<file path="config.mk">
export PLATFORM = sky130hd
export DESIGN_NAME = idmu_divide_unit
export DESIGN_NICKNAME = d
export VERILOG_FILES = /design/src/design/idmu_pkg.sv /design/src/design/idmu_divide_unit.sv
export SDC_FILE = /design/constraint.sdc
export NUM_CORES = 1
export LEC_CHECK = 0
export BUFFER_PORTS_ARGS = -buffer_cell sky130_fd_sc_hd__buf_2
export CORE_AREA = 2 2 230 322
export CTS_CLUSTER_SIZE = 8
export DETAILED_ROUTE_END_ITERATION = 8
export DIE_AREA = 0 0 232 324
export MAX_ROUTING_LAYER = met4
export PLACE_DENSITY_LB_ADDON = 0.05
export SLEW_MARGIN = 0
export SYNTH_ARGS = -nofsm -noshare
export SYNTH_HDL_FRONTEND = slang
export SYNTH_SLANG_ARGS = --single-unit
</file>
<file path="constraint.sdc">
create_clock -name clk -period 3.56 [get_ports clk]
set_input_delay 0.356 -clock clk [delete_from_list [all_inputs] [get_ports clk]]
set_output_delay 0.356 -clock clk [all_outputs]
set_load 0.02 [all_outputs]
</file>
<file path="src/design/idmu_pkg.sv">
// Shared encodings, widths and carriers for the integer divide unit
package idmu_pkg;

  // Operand and result width
  localparam int unsigned XLEN = 64;
  // Half width used by the word variants
  localparam int unsigned WLEN = 32;

  // Major opcode shared by every divide variant
  localparam logic [5:0] MAJOR_OPCODE = 6'h00;
  // Function codes, bits 5..0
  localparam logic [5:0] WORD_SIGNED_FUNCTION_CODE = 6'h1a;
  localparam logic [5:0] WORD_UNSIGNED_FUNCTION_CODE = 6'h1b;
  localparam logic [5:0] DWORD_SIGNED_FUNCTION_CODE = 6'h1e;
  localparam logic [5:0] DWORD_UNSIGNED_FUNCTION_CODE = 6'h1f;
  // Sub-codes in bits 10..6
  localparam logic [4:0] SUB_QUOTIENT = 5'h02;
  localparam logic [4:0] SUB_REMAINDER = 5'h03;
  // Older two-operand form has bits 15..6 all zero
  localparam logic [9:0] LEGACY_ZERO_FIELD = 10'h000;

  // Iteration counts, one quotient bit per clock
  localparam logic [6:0] WORD_STEPS = 7'h20;
  localparam logic [6:0] DWORD_STEPS = 7'h40;

  // Reset values
  localparam logic [63:0] DATA_RESET = 64'h0000_0000_0000_0000;
  localparam logic [4:0] DEST_RESET = 5'h00;
  localparam logic [6:0] COUNT_RESET = 7'h00;

  // Unit sequencer states
  typedef enum logic [1:0] {
    IDMU_IDLE = 2'b00,
    IDMU_RUN = 2'b01,
    IDMU_FIX = 2'b10
  } idmu_state_e;

  // Instruction and operands from the issue stage
  typedef struct packed {
    logic [31:0] instr;
    logic [63:0] dividend;
    logic [63:0] divisor;
  } idmu_req_s;

  // Single result toward the general register file
  typedef struct packed {
    logic [4:0] dest;
    logic [63:0] data;
  } idmu_wb_s;

endpackage : idmu_pkg

</file>
<file path="src/design/idmu_divide_unit.sv">
// Overview of operation
// - Decode signed word quotient/remainder, function 011010
// - Decode unsigned word quotient/remainder, function 011011
// - Decode signed doubleword quotient/remainder, function 011110
// - Decode unsigned doubleword quotient/remainder, function 011111
// - Truncated division; remainder takes dividend sign
// - Zero divisor gives any value, completes normally
// - Word variants never raise arithmetic exceptions
// - Unsigned word ignores operand bits 32-63
// - Word results sign-extended from bit 31
// - Doubleword variants trap unless 64-bit enabled
// - Doubleword variants write full 64-bit result
// - One result only; legacy result registers untouched
// - Older two-operand divide encodings trap as reserved
`timescale 1ns/1ps
`default_nettype none

module idmu_divide_unit (
  input wire logic clk,
  input wire logic resetn,
  input wire logic issue_valid,
  input wire idmu_pkg::idmu_req_s issue_req,
  input wire logic dword_ops_enabled,
  output logic issue_ready,
  output logic wb_valid,
  output idmu_pkg::idmu_wb_s wb_out,
  output logic rsvd_exc,
  output logic pending_valid,
  output logic [4:0] pending_dest
);

  // Instruction fields
  logic [5:0] major_op;
  logic [4:0] dividend_reg_field;
  logic [4:0] divisor_reg_field;
  logic [4:0] dest_field;
  logic [4:0] sub_code;
  logic [5:0] func_code;
  assign major_op = issue_req.instr[31:26];
  assign dividend_reg_field = issue_req.instr[25:21];
  assign divisor_reg_field = issue_req.instr[20:16];
  assign dest_field = issue_req.instr[15:11];
  assign sub_code = issue_req.instr[10:6];
  assign func_code = issue_req.instr[5:0];

  // Decoded class of the offered instruction
  logic is_word_signed;
  logic is_word_unsigned;
  logic is_dword_signed;
  logic is_dword_unsigned;
  logic sub_ok;
  logic is_div_family;
  logic is_legacy;
  logic is_dword;
  logic is_signed;
  logic want_rem;
  logic decode_ok;
  logic decode_trap;

  // Opcode and function decode
  always_comb begin
    sub_ok = (sub_code == idmu_pkg::SUB_QUOTIENT) || (sub_code == idmu_pkg::SUB_REMAINDER);
    is_word_signed = (func_code == idmu_pkg::WORD_SIGNED_FUNCTION_CODE);
    is_word_unsigned = (func_code == idmu_pkg::WORD_UNSIGNED_FUNCTION_CODE);
    is_dword_signed = (func_code == idmu_pkg::DWORD_SIGNED_FUNCTION_CODE);
    is_dword_unsigned = (func_code == idmu_pkg::DWORD_UNSIGNED_FUNCTION_CODE);
    is_div_family = (major_op == idmu_pkg::MAJOR_OPCODE) &&
                    (is_word_signed || is_word_unsigned || is_dword_signed || is_dword_unsigned);
    // Older form: rd/sub-code field all zero, results to upper/bottom pair
    is_legacy = is_div_family &&
                (issue_req.instr[15:6] == idmu_pkg::LEGACY_ZERO_FIELD);
    is_dword = is_dword_signed || is_dword_unsigned;
    is_signed = is_word_signed || is_dword_signed;
    want_rem = (sub_code == idmu_pkg::SUB_REMAINDER);
    // Doubleword forms are only legal with 64-bit operations on
    decode_ok = is_div_family && sub_ok && !(is_dword && !dword_ops_enabled);
    // Anything else offered to this unit is a reserved instruction
    decode_trap = !decode_ok || is_legacy;
  end

  // Operand magnitudes and signs at issue
  logic a_neg;
  logic b_neg;
  logic [63:0] a_mag;
  logic [63:0] b_mag;
  logic [31:0] a_word;
  logic [31:0] b_word;

  // Word forms look at bits 31..0 only, upper half discarded
  always_comb begin
    a_word = issue_req.dividend[31:0];
    b_word = issue_req.divisor[31:0];
    if (is_dword) begin
      a_neg = is_signed && issue_req.dividend[63];
      b_neg = is_signed && issue_req.divisor[63];
      a_mag = a_neg ? (64'h0000_0000_0000_0000 - issue_req.dividend) : issue_req.dividend;
      b_mag = b_neg ? (64'h0000_0000_0000_0000 - issue_req.divisor) : issue_req.divisor;
    end else begin
      a_neg = is_signed && a_word[31];
      b_neg = is_signed && b_word[31];
      // Magnitude of the most negative word still fits 32 unsigned bits
      a_mag = {32'h0000_0000, a_neg ? (32'h0000_0000 - a_word) : a_word};
      b_mag = {32'h0000_0000, b_neg ? (32'h0000_0000 - b_word) : b_word};
    end
  end

  logic accept;
  assign accept = issue_valid && issue_ready;

  // Sequencer state
  idmu_pkg::idmu_state_e state_reg;
  idmu_pkg::idmu_state_e state_next;
  logic [6:0] count_reg;
  logic last_step;
  assign last_step = (count_reg == 7'h01);

  // Next state: trapping instructions never leave idle
  always_comb begin
    case (state_reg)
      idmu_pkg::IDMU_IDLE: begin
        state_next = (accept && !decode_trap) ? idmu_pkg::IDMU_RUN : idmu_pkg::IDMU_IDLE;
      end
      idmu_pkg::IDMU_RUN: begin
        // Fixed length, so a zero divisor still finishes
        state_next = last_step ? idmu_pkg::IDMU_FIX : idmu_pkg::IDMU_RUN;
      end
      idmu_pkg::IDMU_FIX: begin
        state_next = idmu_pkg::IDMU_IDLE;
      end
      default: begin
        state_next = idmu_pkg::IDMU_IDLE;
      end
    endcase
  end

  // State register
  always_ff @(posedge clk) begin
    if (!resetn) begin
      state_reg <= idmu_pkg::IDMU_IDLE;
    end else begin
      state_reg <= state_next;
    end
  end

  // Latched operation attributes
  logic dword_reg;
  logic want_rem_reg;
  logic q_neg_reg;
  logic r_neg_reg;
  logic [4:0] dest_reg;

  // Captured once per accepted instruction that does not trap
  always_ff @(posedge clk) begin
    if (!resetn) begin
      dword_reg <= 1'b0;
      want_rem_reg <= 1'b0;
      q_neg_reg <= 1'b0;
      r_neg_reg <= 1'b0;
      dest_reg <= idmu_pkg::DEST_RESET;
    end else if (accept && !decode_trap) begin
      dword_reg <= is_dword;
      want_rem_reg <= want_rem;
      // Truncation: quotient sign is the xor, remainder follows dividend
      q_neg_reg <= a_neg ^ b_neg;
      r_neg_reg <= a_neg;
      dest_reg <= dest_field;
    end
  end

  // Restoring divider datapath
  logic [63:0] rem_reg;
  logic [63:0] quo_reg;
  logic [63:0] dvs_reg;
  logic [64:0] rem_shift;
  logic [64:0] trial;

  // One restoring step: shift in next dividend bit and try subtract
  always_comb begin
    rem_shift = {rem_reg, quo_reg[63]};
    trial = rem_shift - {1'b0, dvs_reg};
  end

  // Iteration counter, 32 steps for words and 64 for doublewords
  always_ff @(posedge clk) begin
    if (!resetn) begin
      count_reg <= idmu_pkg::COUNT_RESET;
    end else if (accept && !decode_trap) begin
      count_reg <= is_dword ? idmu_pkg::DWORD_STEPS : idmu_pkg::WORD_STEPS;
    end else if (state_reg == idmu_pkg::IDMU_RUN) begin
      count_reg <= count_reg - 7'h01;
    end
  end

  // Partial remainder and quotient shift register
  always_ff @(posedge clk) begin
    if (!resetn) begin
      rem_reg <= idmu_pkg::DATA_RESET;
      quo_reg <= idmu_pkg::DATA_RESET;
      dvs_reg <= idmu_pkg::DATA_RESET;
    end else if (accept && !decode_trap) begin
      rem_reg <= idmu_pkg::DATA_RESET;
      // Word dividend sits at the top so its MSB shifts out first
      quo_reg <= is_dword ? a_mag : {a_mag[31:0], 32'h0000_0000};
      dvs_reg <= b_mag;
    end else if (state_reg == idmu_pkg::IDMU_RUN) begin
      if (!trial[64]) begin
        rem_reg <= trial[63:0];
        quo_reg <= {quo_reg[62:0], 1'b1};
      end else begin
        rem_reg <= rem_shift[63:0];
        quo_reg <= {quo_reg[62:0], 1'b0};
      end
    end
  end

  // Sign fix and width shaping of the final result
  logic [63:0] q_fix;
  logic [63:0] r_fix;
  logic [31:0] q_word;
  logic [31:0] r_word;
  logic [63:0] result;

  always_comb begin
    q_fix = q_neg_reg ? (64'h0000_0000_0000_0000 - quo_reg) : quo_reg;
    r_fix = r_neg_reg ? (64'h0000_0000_0000_0000 - rem_reg) : rem_reg;
    q_word = q_neg_reg ? (32'h0000_0000 - quo_reg[31:0]) : quo_reg[31:0];
    r_word = r_neg_reg ? (32'h0000_0000 - rem_reg[31:0]) : rem_reg[31:0];
    if (dword_reg) begin
      // Full width, no extension or truncation
      result = want_rem_reg ? r_fix : q_fix;
    end else if (want_rem_reg) begin
      result = {{32{r_word[31]}}, r_word};
    end else begin
      result = {{32{q_word[31]}}, q_word};
    end
  end

  // Write-back port: one destination, one value, single pulse
  always_ff @(posedge clk) begin
    if (!resetn) begin
      wb_valid <= 1'b0;
      wb_out <= '0;
    end else if (state_reg == idmu_pkg::IDMU_FIX) begin
      // Only quotient or remainder, never both; no upper/bottom pair here
      wb_valid <= 1'b1;
      wb_out.dest <= dest_reg;
      wb_out.data <= result;
    end else begin
      wb_valid <= 1'b0;
    end
  end

  // Reserved instruction pulse, no write follows it
  always_ff @(posedge clk) begin
    if (!resetn) begin
      rsvd_exc <= 1'b0;
    end else begin
      rsvd_exc <= accept && decode_trap;
    end
  end

  // Ready falls on a good accept and returns once the write issues
  always_ff @(posedge clk) begin
    if (!resetn) begin
      issue_ready <= 1'b0;
    end else begin
      issue_ready <= (state_next == idmu_pkg::IDMU_IDLE);
    end
  end

  // Interlock: readers of this destination must stall while set
  always_ff @(posedge clk) begin
    if (!resetn) begin
      pending_valid <= 1'b0;
      pending_dest <= idmu_pkg::DEST_RESET;
    end else if (accept && !decode_trap) begin
      pending_valid <= 1'b1;
      pending_dest <= dest_field;
    end else if (state_reg == idmu_pkg::IDMU_FIX) begin
      // Drops together with the write-back pulse rising
      pending_valid <= 1'b0;
    end
  end

  // Register source fields are resolved by the pipeline, kept for clarity
  logic unused_fields;
  assign unused_fields = ^{dividend_reg_field, divisor_reg_field};

endmodule : idmu_divide_unit

`default_nettype wire

</file>
Yosys cells after proc, flatten, opt, wreduce, memory -nomap -nowiden
Cells that the tools add are included.
W data, S select, Z words.
{"block": "op_classes", "add_sub_neg": 10, "eq_ne": 9, "n_mux": 29, "n_bitwise": 2, "reduce_logical": 30}
{"cell": "$mux W64", "n": 13}
{"cell": "$sub A1 B64 Y64 const A", "n": 4}
{"cell": "$mux W32", "n": 4}
{"cell": "$sub A1 B32 Y32 const A", "n": 4}
{"cell": "$sub A65 B64 Y65", "n": 1}
{"cell": "$eq A6 B5 Y1 const B", "n": 4}
{"cell": "$mux W7", "n": 3}
{"cell": "$logic_and A1 B1 Y1", "n": 12}
{"cell": "$eq A5 B2 Y1 const B", "n": 2}
{"cell": "$logic_not A10 Y1", "n": 1}
{"cell": "$eq A7 B1 Y1 const B", "n": 1}
{"cell": "$logic_or A1 B1 Y1", "n": 7}
{"cell": "$mux W1", "n": 7}
{"cell": "$sub A7 B1 Y7 const B", "n": 1}
{"cell": "$logic_not A6 Y1", "n": 1}
{"cell": "$logic_not A1 Y1", "n": 4}
{"cell": "$logic_not A2 Y1", "n": 2}
{"cell": "$pmux W2 S2", "n": 1}
{"cell": "$reduce_bool A2 Y1", "n": 2}
{"cell": "$eq A2 B1 Y1 const B", "n": 1}
{"cell": "$eq A2 B2 Y1 const B", "n": 1}
{"cell": "$mux W2", "n": 1}
{"cell": "$reduce_or A2 Y1", "n": 1}
{"cell": "$not A1 Y1", "n": 1}
{"cell": "$xor A1 B1 Y1", "n": 1}
{"block": "totals", "reg_bits": 283, "inputBits": 164, "output_inout_bits": 78}

Longest topological paths before layout
Gate-level depths: netlist of the first run.
{"block": "logic_depth", "depth_word": 14, "depth_mapped": 15, "depth_no_buf": 13}

Worst setup path before layout of the first run
OpenSTA, ideal clock, no wires.
{"block": "synth_timing", "path_type": "register to register", "start": "register rem_reg[20]", "end": "register rem_reg[21]", "setup_time_ps": 132, "arrival_time_ps": 3090, "required_time_ps": 3428, "slack_ps": 337, "stages_incl_launch_ff": 15, "path_cell_list": "dfxtp_1 -> ha_1 -> clkbuf_1 -> nand2_1 -> or4_4 -> a2111o_1 -> a21oi_2 -> o21a_1 -> nand4_1 -> nand3_2 -> xor2_4 -> buf_6 -> buf_6 -> mux2i_1 -> a21oi_1"}
{"block": "synth_via", "elab_chain_cells": 2}
{"item": "start: declaration", "line_no": "idmu_divide_unit.sv:171", "source": "logic [63:0] rem_reg;"}
{"item": "start signal: assignment", "line_no": "idmu_divide_unit.sv:197", "source": "rem_reg <= idmu_pkg::DATA_RESET;"}
{"item": "start signal: assignment", "line_no": "idmu_divide_unit.sv:201", "source": "rem_reg <= idmu_pkg::DATA_RESET;"}
{"item": "start signal: assignment", "line_no": "idmu_divide_unit.sv:207", "source": "rem_reg <= trial[63:0];"}
{"item": "$sub A65 B64 Y65", "line_no": "idmu_divide_unit.sv:180", "source": "trial = rem_shift - {1'b0, dvs_reg};"}
{"item": "$mux W64 (*)", "line_no": "idmu_divide_unit.sv:206", "source": "if (!trial[64]) begin"}
Every way passes the cells marked *; elsewhere a longest branch is shown, timed or not.
A chain may end at the register's enable or synchronous reset.

Worst setup path after layout of the first run
{"block": "layout_timing", "start": "register quo_reg[11]", "end": "register wb_out[52] (netlist bit)"}
{"block": "layout_via", "elab_chain_cells": 4, "elab_cells_between_ends": 7, "cone_classes": "add/sub (2); mux (5)"}
{"item": "start: declaration", "line_no": "idmu_divide_unit.sv:172", "source": "logic [63:0] quo_reg;"}
{"item": "start signal: assignment", "line_no": "idmu_divide_unit.sv:198", "source": "quo_reg <= idmu_pkg::DATA_RESET;"}
{"item": "start signal: assignment", "line_no": "idmu_divide_unit.sv:203", "source": "quo_reg <= is_dword ? a_mag : {a_mag[31:0], 32'h0000_0000};"}
{"item": "start signal: assignment", "line_no": "idmu_divide_unit.sv:208", "source": "quo_reg <= {quo_reg[62:0], 1'b1};"}
{"item": "$sub A1 B64 Y64 or $sub A1 B32 Y32 (tied branches)", "line_no": "idmu_divide_unit.sv:224, idmu_divide_unit.sv:226"}
{"item": "$mux W64 or $mux W32 (tied branches)", "line_no": "idmu_divide_unit.sv:224, idmu_divide_unit.sv:226"}
{"item": "$mux W64, on equally long branches", "line_no": "idmu_divide_unit.sv:230, idmu_divide_unit.sv:231"}
{"item": "$mux W64 (*)", "line_no": "idmu_divide_unit.sv:228", "source": "if (dword_reg) begin"}
{"item": "end: declaration", "line_no": "idmu_divide_unit.sv:26", "source": "output idmu_pkg::idmu_wb_s wb_out,"}
Marked as above.

==> summary.txt, run 1 <==
Floorplan
  – Die X: 232 um
  – Die footprint: 75200 um2
  – Initial Util: 29.6%
  – FP Rows: 117
  – Die Ht: 324 um
  – Io pins: 242
  – Core Area: 72500 um2

Timing
  – Fmax: 285 MHz
  – Slew HR: 22.7%
  – Final Setup Violations: 0
  – Worst clock skew: 26.0 ps
  – Final slew viol count: 0
  – Crit path time final: 3510 ps
  – Worst-margin pin slew: 1160 ps
  – Fin. Hold Viols: 0
  – RSZ-0062 raised after global routing: yes
  – Final worst setup slack: 51.5 ps
  – Crit share post-route: 98.6%

Power
  – Tot Pwr: 0.00724 W
  – Switch Pwr: 0.00184 W
  – Cell internal pwr: 0.00541 W
  – Comb pwr share: 6.2%
  – PD cells: 272 nW/um2
  – Share of power burned in registers: 43.8%
  – Clock power share: 50.0%
  – P_leak: 11.4 nW
  – Net Sw Frac: 25.4%
  – Max rail drop VDD: 0.250 mV

Clock network
  – Clock Sink Count: 283
  – Clk Latency, worst-skew pair: 590 ps
  – Reg clk slew, reported paths: 50 ps
  – Clock H-tree levels: 2
  – Total CTS buffers: 41
  – CTS tree: built
  – Clk buf depth: 3
  – Clk root buf: clkbuf_16

GRT
  – Initial antenna violation count: 1
  – Grt met2 use: 41.1%
  – Wire length of the first global-routing pass: 133 mm
  – Vias in the first global route: 21600
  – Largest net degree at the start of global routing: 116
  – Total GRT Usage: 23.8%
  – Met1 Track Usage GR: 29.0%
  – Top Usage Layer GRT: met2
  – Met3 usage: 2.26%
  – Total grt overflow: 0

Synth
  – Mapped Nets: 3129
  – Seq/Total Area, Yosys: 26.4%
  – Post-synth EDFFs: 0
  – Post-synthesis sequential element count: 283
  – Unique cell type count in the Yosys netlist: 91
  – Synth Warn #: 0
  – FFs w/ async S/R, synth: 0%
  – Main flop type after synthesis: dfxtp_1
  – Syn Std Cell Area: 21500 um2
  – Syn Inst Count: 2894
  – Avg Inst Size Synth: 7.42 um2

Worst setup path
  – Crit Path Category: flip-flop to flip-flop
  – Startpoint types: flip-flop
  – CP endpoint kind: flip-flop
  – CP max FO: 5
  – Critical Path AT: 3930 ps
  – Worst EP required: 3990 ps
  – R2R cell count: 9

Detailed routing
  – Residual DRC count: 0
  – Overall routed net length: 90.4 mm
  – Drt first pass iters: 5
  – DR vias: 22300
  – Drt via density: 5.33
  – Routed len/inst: 21.6 um
  – Initial DRC Count: 1380
  – Post-route ant nets: 0

Flow run
  – Maximum Capacitance Violations: 0

Placed design
  – Place WS: -76.5 ps
  – Placed cell count: 4113
  – Placed inst area: 25000 um2
  – Dpl hpwl: 70.5 mm
  – Port Buffers: 231
  – Routability cong.: 0.933

Layout
  – Largest register by flop count: wb_out
  – Nets: 3456
  – Max FFs per register: 69
  – Fraction of layout cells with a size suffix above 1: 19.6%
  – Post-layout util: 36.8%
  – Layout Cells excl Fill: 4183
  – Synth-to-Final Area Change: 24.1%
  – Post-route cell area: 26600 um2

Status
  – Status: finished clean

Hold path
  – HP Class: input pin to flip-flop
  – Hold path depth: 3
Yosys cell counts, drive strengths merged (14+ instances only):
master / number / area (um2)
xor2: 147 / 1310
or3: 38 / 243
nor4: 28 / 203
xnor2: 184 / 1610
a21oi: 268 / 1350
clkbuf: 171 / 642
mux2i: 71 / 711
nor2b: 14 / 87.6
nand2b: 26 / 165
nor3: 52 / 265
o41ai: 32 / 318
buf: 30 / 174
o211ai: 40 / 300
o21ai: 281 / 1410
nand2: 305 / 1150
nand4: 24 / 150
a311oi: 17 / 149
a211oi: 67 / 503
inv: 110 / 413
dfxtp: 283 / 5670
o31ai: 61 / 463
nor2: 239 / 905
ha: 70 / 876
a31oi: 24 / 150
a21o: 31 / 233
or4: 35 / 289
o22ai: 44 / 275
nand3: 68 / 345
final timing paths:
path                      start       endpoint  slack [ps]
setup / recovery    quo_reg[11]     wb_out[52]          50
hold / removal      issue_valid       rsvd_exc          50
setup reg to reg    quo_reg[11]     wb_out[52]          50
hold reg to reg   pending_valid  pending_valid         450
cells by family (layout without fill, tap and decap cells):
family,count (synthesis),after routing,synth area share (%)
AOI/OAI and AO/OA,937,937,26.9
xor gates and xnor gates,331,331,13.6
adders and majority gates,71,71,4.17
buffers and inverters,312,645,5.74
DFF,283,283,26.4
muxes,74,74,3.47
other,0,4,0
and+or+nand+nor,886,886,19.8
per-layer routing:
| metal | routed length (um) | up-vias |
|---|---|---|
| met1 | 39200 | 10600 |
| met4 | 3080 | 0 |
| met5 | 0 | - |
| li1 | - | 11000 |
| met3 | 3360 | 127 |
| met2 | 44800 | 548 |
repair_timing:
action                     4_1_cts  5_1_grt
resized for setup                2       79
pin swaps                        1       34
gates cloned                     0        3
buffers inserted                 0       10
hold endpoints to repair         5        0
setup endpoints to repair       67       73
hold buffers                     5        0
through the flow:
step                setup TNS, ps  hold WS [ps]
floorplan                       0           438
detailed placement          -2420           449
CTS                         -4.54          6.11
global placement             -704           442
finish                          0          54.1
global route                -1460          42.0
power groups by stage:
| stage | clock, W | sequential [W] | combinational [W] |
|---|---|---|---|
| 3_5_place_dp | 0 | 0.00324 | 0.000444 |
| 5_1_grt | 0.00384 | 0.00317 | 0.000484 |
| 6_report | 0.00362 | 0.00317 | 0.000452 |
| 4_1_cts | 0.00375 | 0.00317 | 0.000452 |
| 2_1_floorplan | 0 | 0.00324 | 0.000182 |
| 3_3_place_gp | 0 | 0.00324 | 0.000445 |
cells in the final DEF (no fill, tap or decap), types with 10 or more instances in the layout:
| master | count |
|---|---|
| nand2_1 | 301 |
| dfxtp_1 | 271 |
| o21ai_0 | 270 |
| a21oi_1 | 266 |
| nor2_1 | 236 |
| buf_2 | 231 |
| buf_4 | 218 |
| xnor2_1 | 184 |
| xor2_1 | 146 |
| inv_1 | 106 |
| mux2i_1 | 70 |
| a211oi_1 | 66 |
| nand3_1 | 65 |
| o31ai_1 | 60 |
| ha_1 | 58 |
| nor3_1 | 50 |
| o22ai_1 | 44 |
| clkbuf_16 | 44 |
| o211ai_1 | 40 |
| or3_1 | 37 |
| a21o_1 | 31 |
| or4_1 | 27 |
| a31oi_1 | 24 |
| o41ai_1 | 24 |
| nand4_1 | 24 |
| nor4_1 | 23 |
| nand2b_1 | 22 |
| a311oi_1 | 17 |
| o21bai_1 | 13 |
| buf_12 | 13 |
| nor2b_1 | 12 |
| ha_4 | 11 |
| dfxtp_2 | 11 |
| o21ai_1 | 10 |
| buf_6 | 10 |
cell type report:
type	count	area, um2
sequential	283	5680
antenna	4	10.0
clock buffer	46	1050
tap	952	1190
multi-input combinational	2299	14900
fill	7747	45800
clock inverter	3	41.3
timing repair buffer	485	3370
inverter	111	420
critical path, stage by stage (launching register included):
cell	delay [ps]
dfxtp_1	360
or4_1	570
or3_1	440
or4_4	640
or2_4	290
o31ai_1	490
xor2_1	210
nor2_1	70
a21oi_1	180
a211oi_1	100
(Power assumes the default switching activity.)
==> run 2: changes to the inputs <==
--- a/config.mk
+++ b/config.mk
@@ -12,6 +12,7 @@
 export DIE_AREA = 0 0 232 324
 export MAX_ROUTING_LAYER = met4
 export PLACE_DENSITY_LB_ADDON = 0.05
+export SETUP_SLACK_MARGIN = 0.4
 export SLEW_MARGIN = 0
 export SYNTH_ARGS = -nofsm -noshare
 export SYNTH_HDL_FRONTEND = slang
==> run 2 against run 1 <==
Compared with the run above: flip-flop and latch count did not move; critical path type unchanged; clock power grew 2%; sequential power hardly changed; combinational power rose by 4.4%.
==> summary.txt, run 2 (synthesized netlist as in run 1, its figures left out) <==
Hold path
  – Hold Path Origin: issue_req[140]
  – HP Class: input pin to flip-flop

Timing
  – Final slew viol count: 0 (unchanged)
  – Worst-margin pin slew: 1130 ps (-33.7 ps)
  – Fin. Hold Viols: 0 (unchanged)
  – Final Setup Violations: 0 (unchanged)
  – Worst clock skew: 13.6 ps (-12.4 ps)
  – RSZ-0062 raised after global routing: yes
  – Crit share post-route: 93.3% (-5.2 points)
  – Fmax: 301 MHz (+5.6%)
  – Slew HR: 25.0% (+2.2 points)
  – Crit path time final: 3320 ps (-186 ps)

Flow run
  – Maximum Capacitance Violations: 0 (unchanged)

Layout
  – Commonest cells after routing, fill and taps aside: nand2_1, dfxtp_1, o21ai_0, a21oi_1, buf_4
  – Largest register by flop count: wb_out
  – Commonest non-fill, non-tap cell in the layout: nand2_1
  – Register Area: 5700 um2 (+0.37%)
  – Nets: 3498 (+1.2%)
  – Fraction of layout cells with a size suffix above 1: 24.5% (+5.0 points)
  – Fillers: 7643 (-1.3%)
  – Max FFs per register: 69 (unchanged)
  – Post-route cell area: 28000 um2 (+5.0%)
  – Synth-to-Final Area Change: 30.4%
  – Multi-input logic area: 15700 um2 (+5.4%)

Clock network
  – Clock Sink Count: 283 (unchanged)
  – Clock H-tree levels: 2 (unchanged)
  – CTS tree: built
  – Clk root buf: clkbuf_16
  – Reg clk slew, reported paths: 50 ps (about the same)
  – Clk Latency, worst-skew pair: 580 ps (about the same)
  – Total CTS buffers: 41 (unchanged)
  – Clk buf depth: 3 (unchanged)

Worst setup path
  – Crit-path max cell delay: 550 ps (-90 ps)
  – CP max FO: 4 (-1)
  – Worst path most repeated cell: buf_12
  – Crit Path Category: flip-flop to flip-flop
  – Startpoint types: flip-flop
  – CP top delay family: simple AND/OR/NAND/NOR gates
  – Buf/Inv on CP: 4 (+4)
  – Worst EP required: 4010 ps (+20 ps)
  – Worst path cell trace: ha_4 > nand2_4 > or4_4 > a2111o_1 > a21oi_4 > o21a_1 > nand4_1 > nand3_2 > xor2_4 > buf_12 > buf_12 > buf_16 > buf_8 > mux2i_1 > a21oi_1
  – Critical Path AT: 3770 ps (-160 ps)
  – Reg2reg start: rem_reg[18]
  – Worst path slowest cell: or4_4
  – Worst setup path start: rem_reg[18]
  – CP endpoint kind: flip-flop
  – R2R Setup Slk: 240 ps (+190 ps)

Status
  – Status: finished clean

Power
  – P_leak: 11.8 nW (+3.9%)
  – Tot Pwr: 0.00734 W (+1.4%)
  – Max rail drop VDD: 0.253 mV (+1.2%)
  – PD cells: 262 nW/um2 (-3.5%)

Detailed routing
  – Initial DRC Count: 1493 (+8.2%)
  – Residual DRC count: 0 (unchanged)
  – Drt via density: 5.40 (+1.4%)
  – Post-route ant nets: 0 (unchanged)
  – Drt first pass iters: 5 (unchanged)
  – DR vias: 22800 (+2.3%)
  – Overall routed net length: 96.9 mm (+7.1%)
  – Routed len/inst: 22.9 um (+6.1%)

Floorplan
  – Die footprint: 75200 um2 (unchanged)
  – Die Ht: 324 um (unchanged)
  – Core Area: 72500 um2 (unchanged)
  – Io pins: 242 (unchanged)
  – Initial Util: 29.6% (unchanged)
  – Die X: 232 um (unchanged)
  – FP Rows: 117 (unchanged)

GRT
  – Total GRT Usage: 25.7% (+1.9 points)
  – Vias in the first global route: 22300 (+3.4%)
  – Total grt overflow: 0 (unchanged)
  – Largest net degree at the start of global routing: 90 (-22%)
  – Wire length of the first global-routing pass: 142 mm (+6.3%)
  – Initial antenna violation count: 8 (+7)

Placed design
  – Placed inst area: 25100 um2 (+0.73%)
  – Port Buffers: 231 (unchanged)
  – Dpl hpwl: 76.3 mm (+8.3%)
  – Routability cong.: 0.921 (-1.3%)
==> run 2: through the flow <==
step / util [%] / hold WS, ps / cells / worst slack [ps] / TNS, ps
2_1_floorplan: - / 438 / 2894 / 408 / 0
3_3_place_gp: 34.7 / 441 / 4126 / -44.8 / -44.8
3_5_place_dp: 34.7 / 447 / 4126 / -57.2 / -167
4_1_cts: 37.5 / 1.00 / 4206 / 194 / 0
5_1_grt: 38.6 / 5.51 / 4221 / 73.5 / 0
6_report: 38.6 / 21.8 / 4222 / 237 / 0
==> run 2: timing repair <==
item / CTS / global route
buffers inserted: 24 / 14
pin swaps: 69 / 93
hold buffers: 2 / 0
hold endpoints to repair: 2 / 0
gates cloned: 5 / 1
endpoints found under the setup margin: 105 / 106
resized for setup: 143 / 139
==> run 2: final cells by class <==
class | count | share of cell area, %
Multi-Input combinational cell | 2299 | 56.0
Sequential cell | 283 | 20.4
Timing Repair Buffer | 527 | 13.9
Tap cell | 952 | 4.26
Clock buffer | 48 | 3.95
Inverter | 111 | 1.49
Clock inverter | 1 | 0.0313
Antenna cell | 1 | 0.00894
==> run 2: final timing paths <==
check / depth (start not counted) / to
worst min-delay path: 3 / pending_dest[1]
worst min register to register: 2 / wb_out[65]
worst max-delay path: 15 / rem_reg[21]
worst max register to register: 15 / rem_reg[21]
==> run 2: metal layers <==
metal  global-route usage, %  share of wire, %
met5                       -                 0
met4                    9.36               4.1
met3                    2.56               3.6
met2                    44.6                50
met1                    30.8                43
==> run 2: power by group <==
part           internal, W  switching (W)  leakage (nW)
combinational     0.000171       0.000301          8.97
sequential         0.00317     0.00000114          2.29
clock              0.00215        0.00155         0.546
total              0.00549        0.00186          11.8
==> run 2: worst min-delay path, delay by kind of cell <==
kind,cells,cell delay [ps]
AO/OA/AOI/OAI,1,50
buffers and inverters,1,100
AND/OR/NAND/NOR,1,50
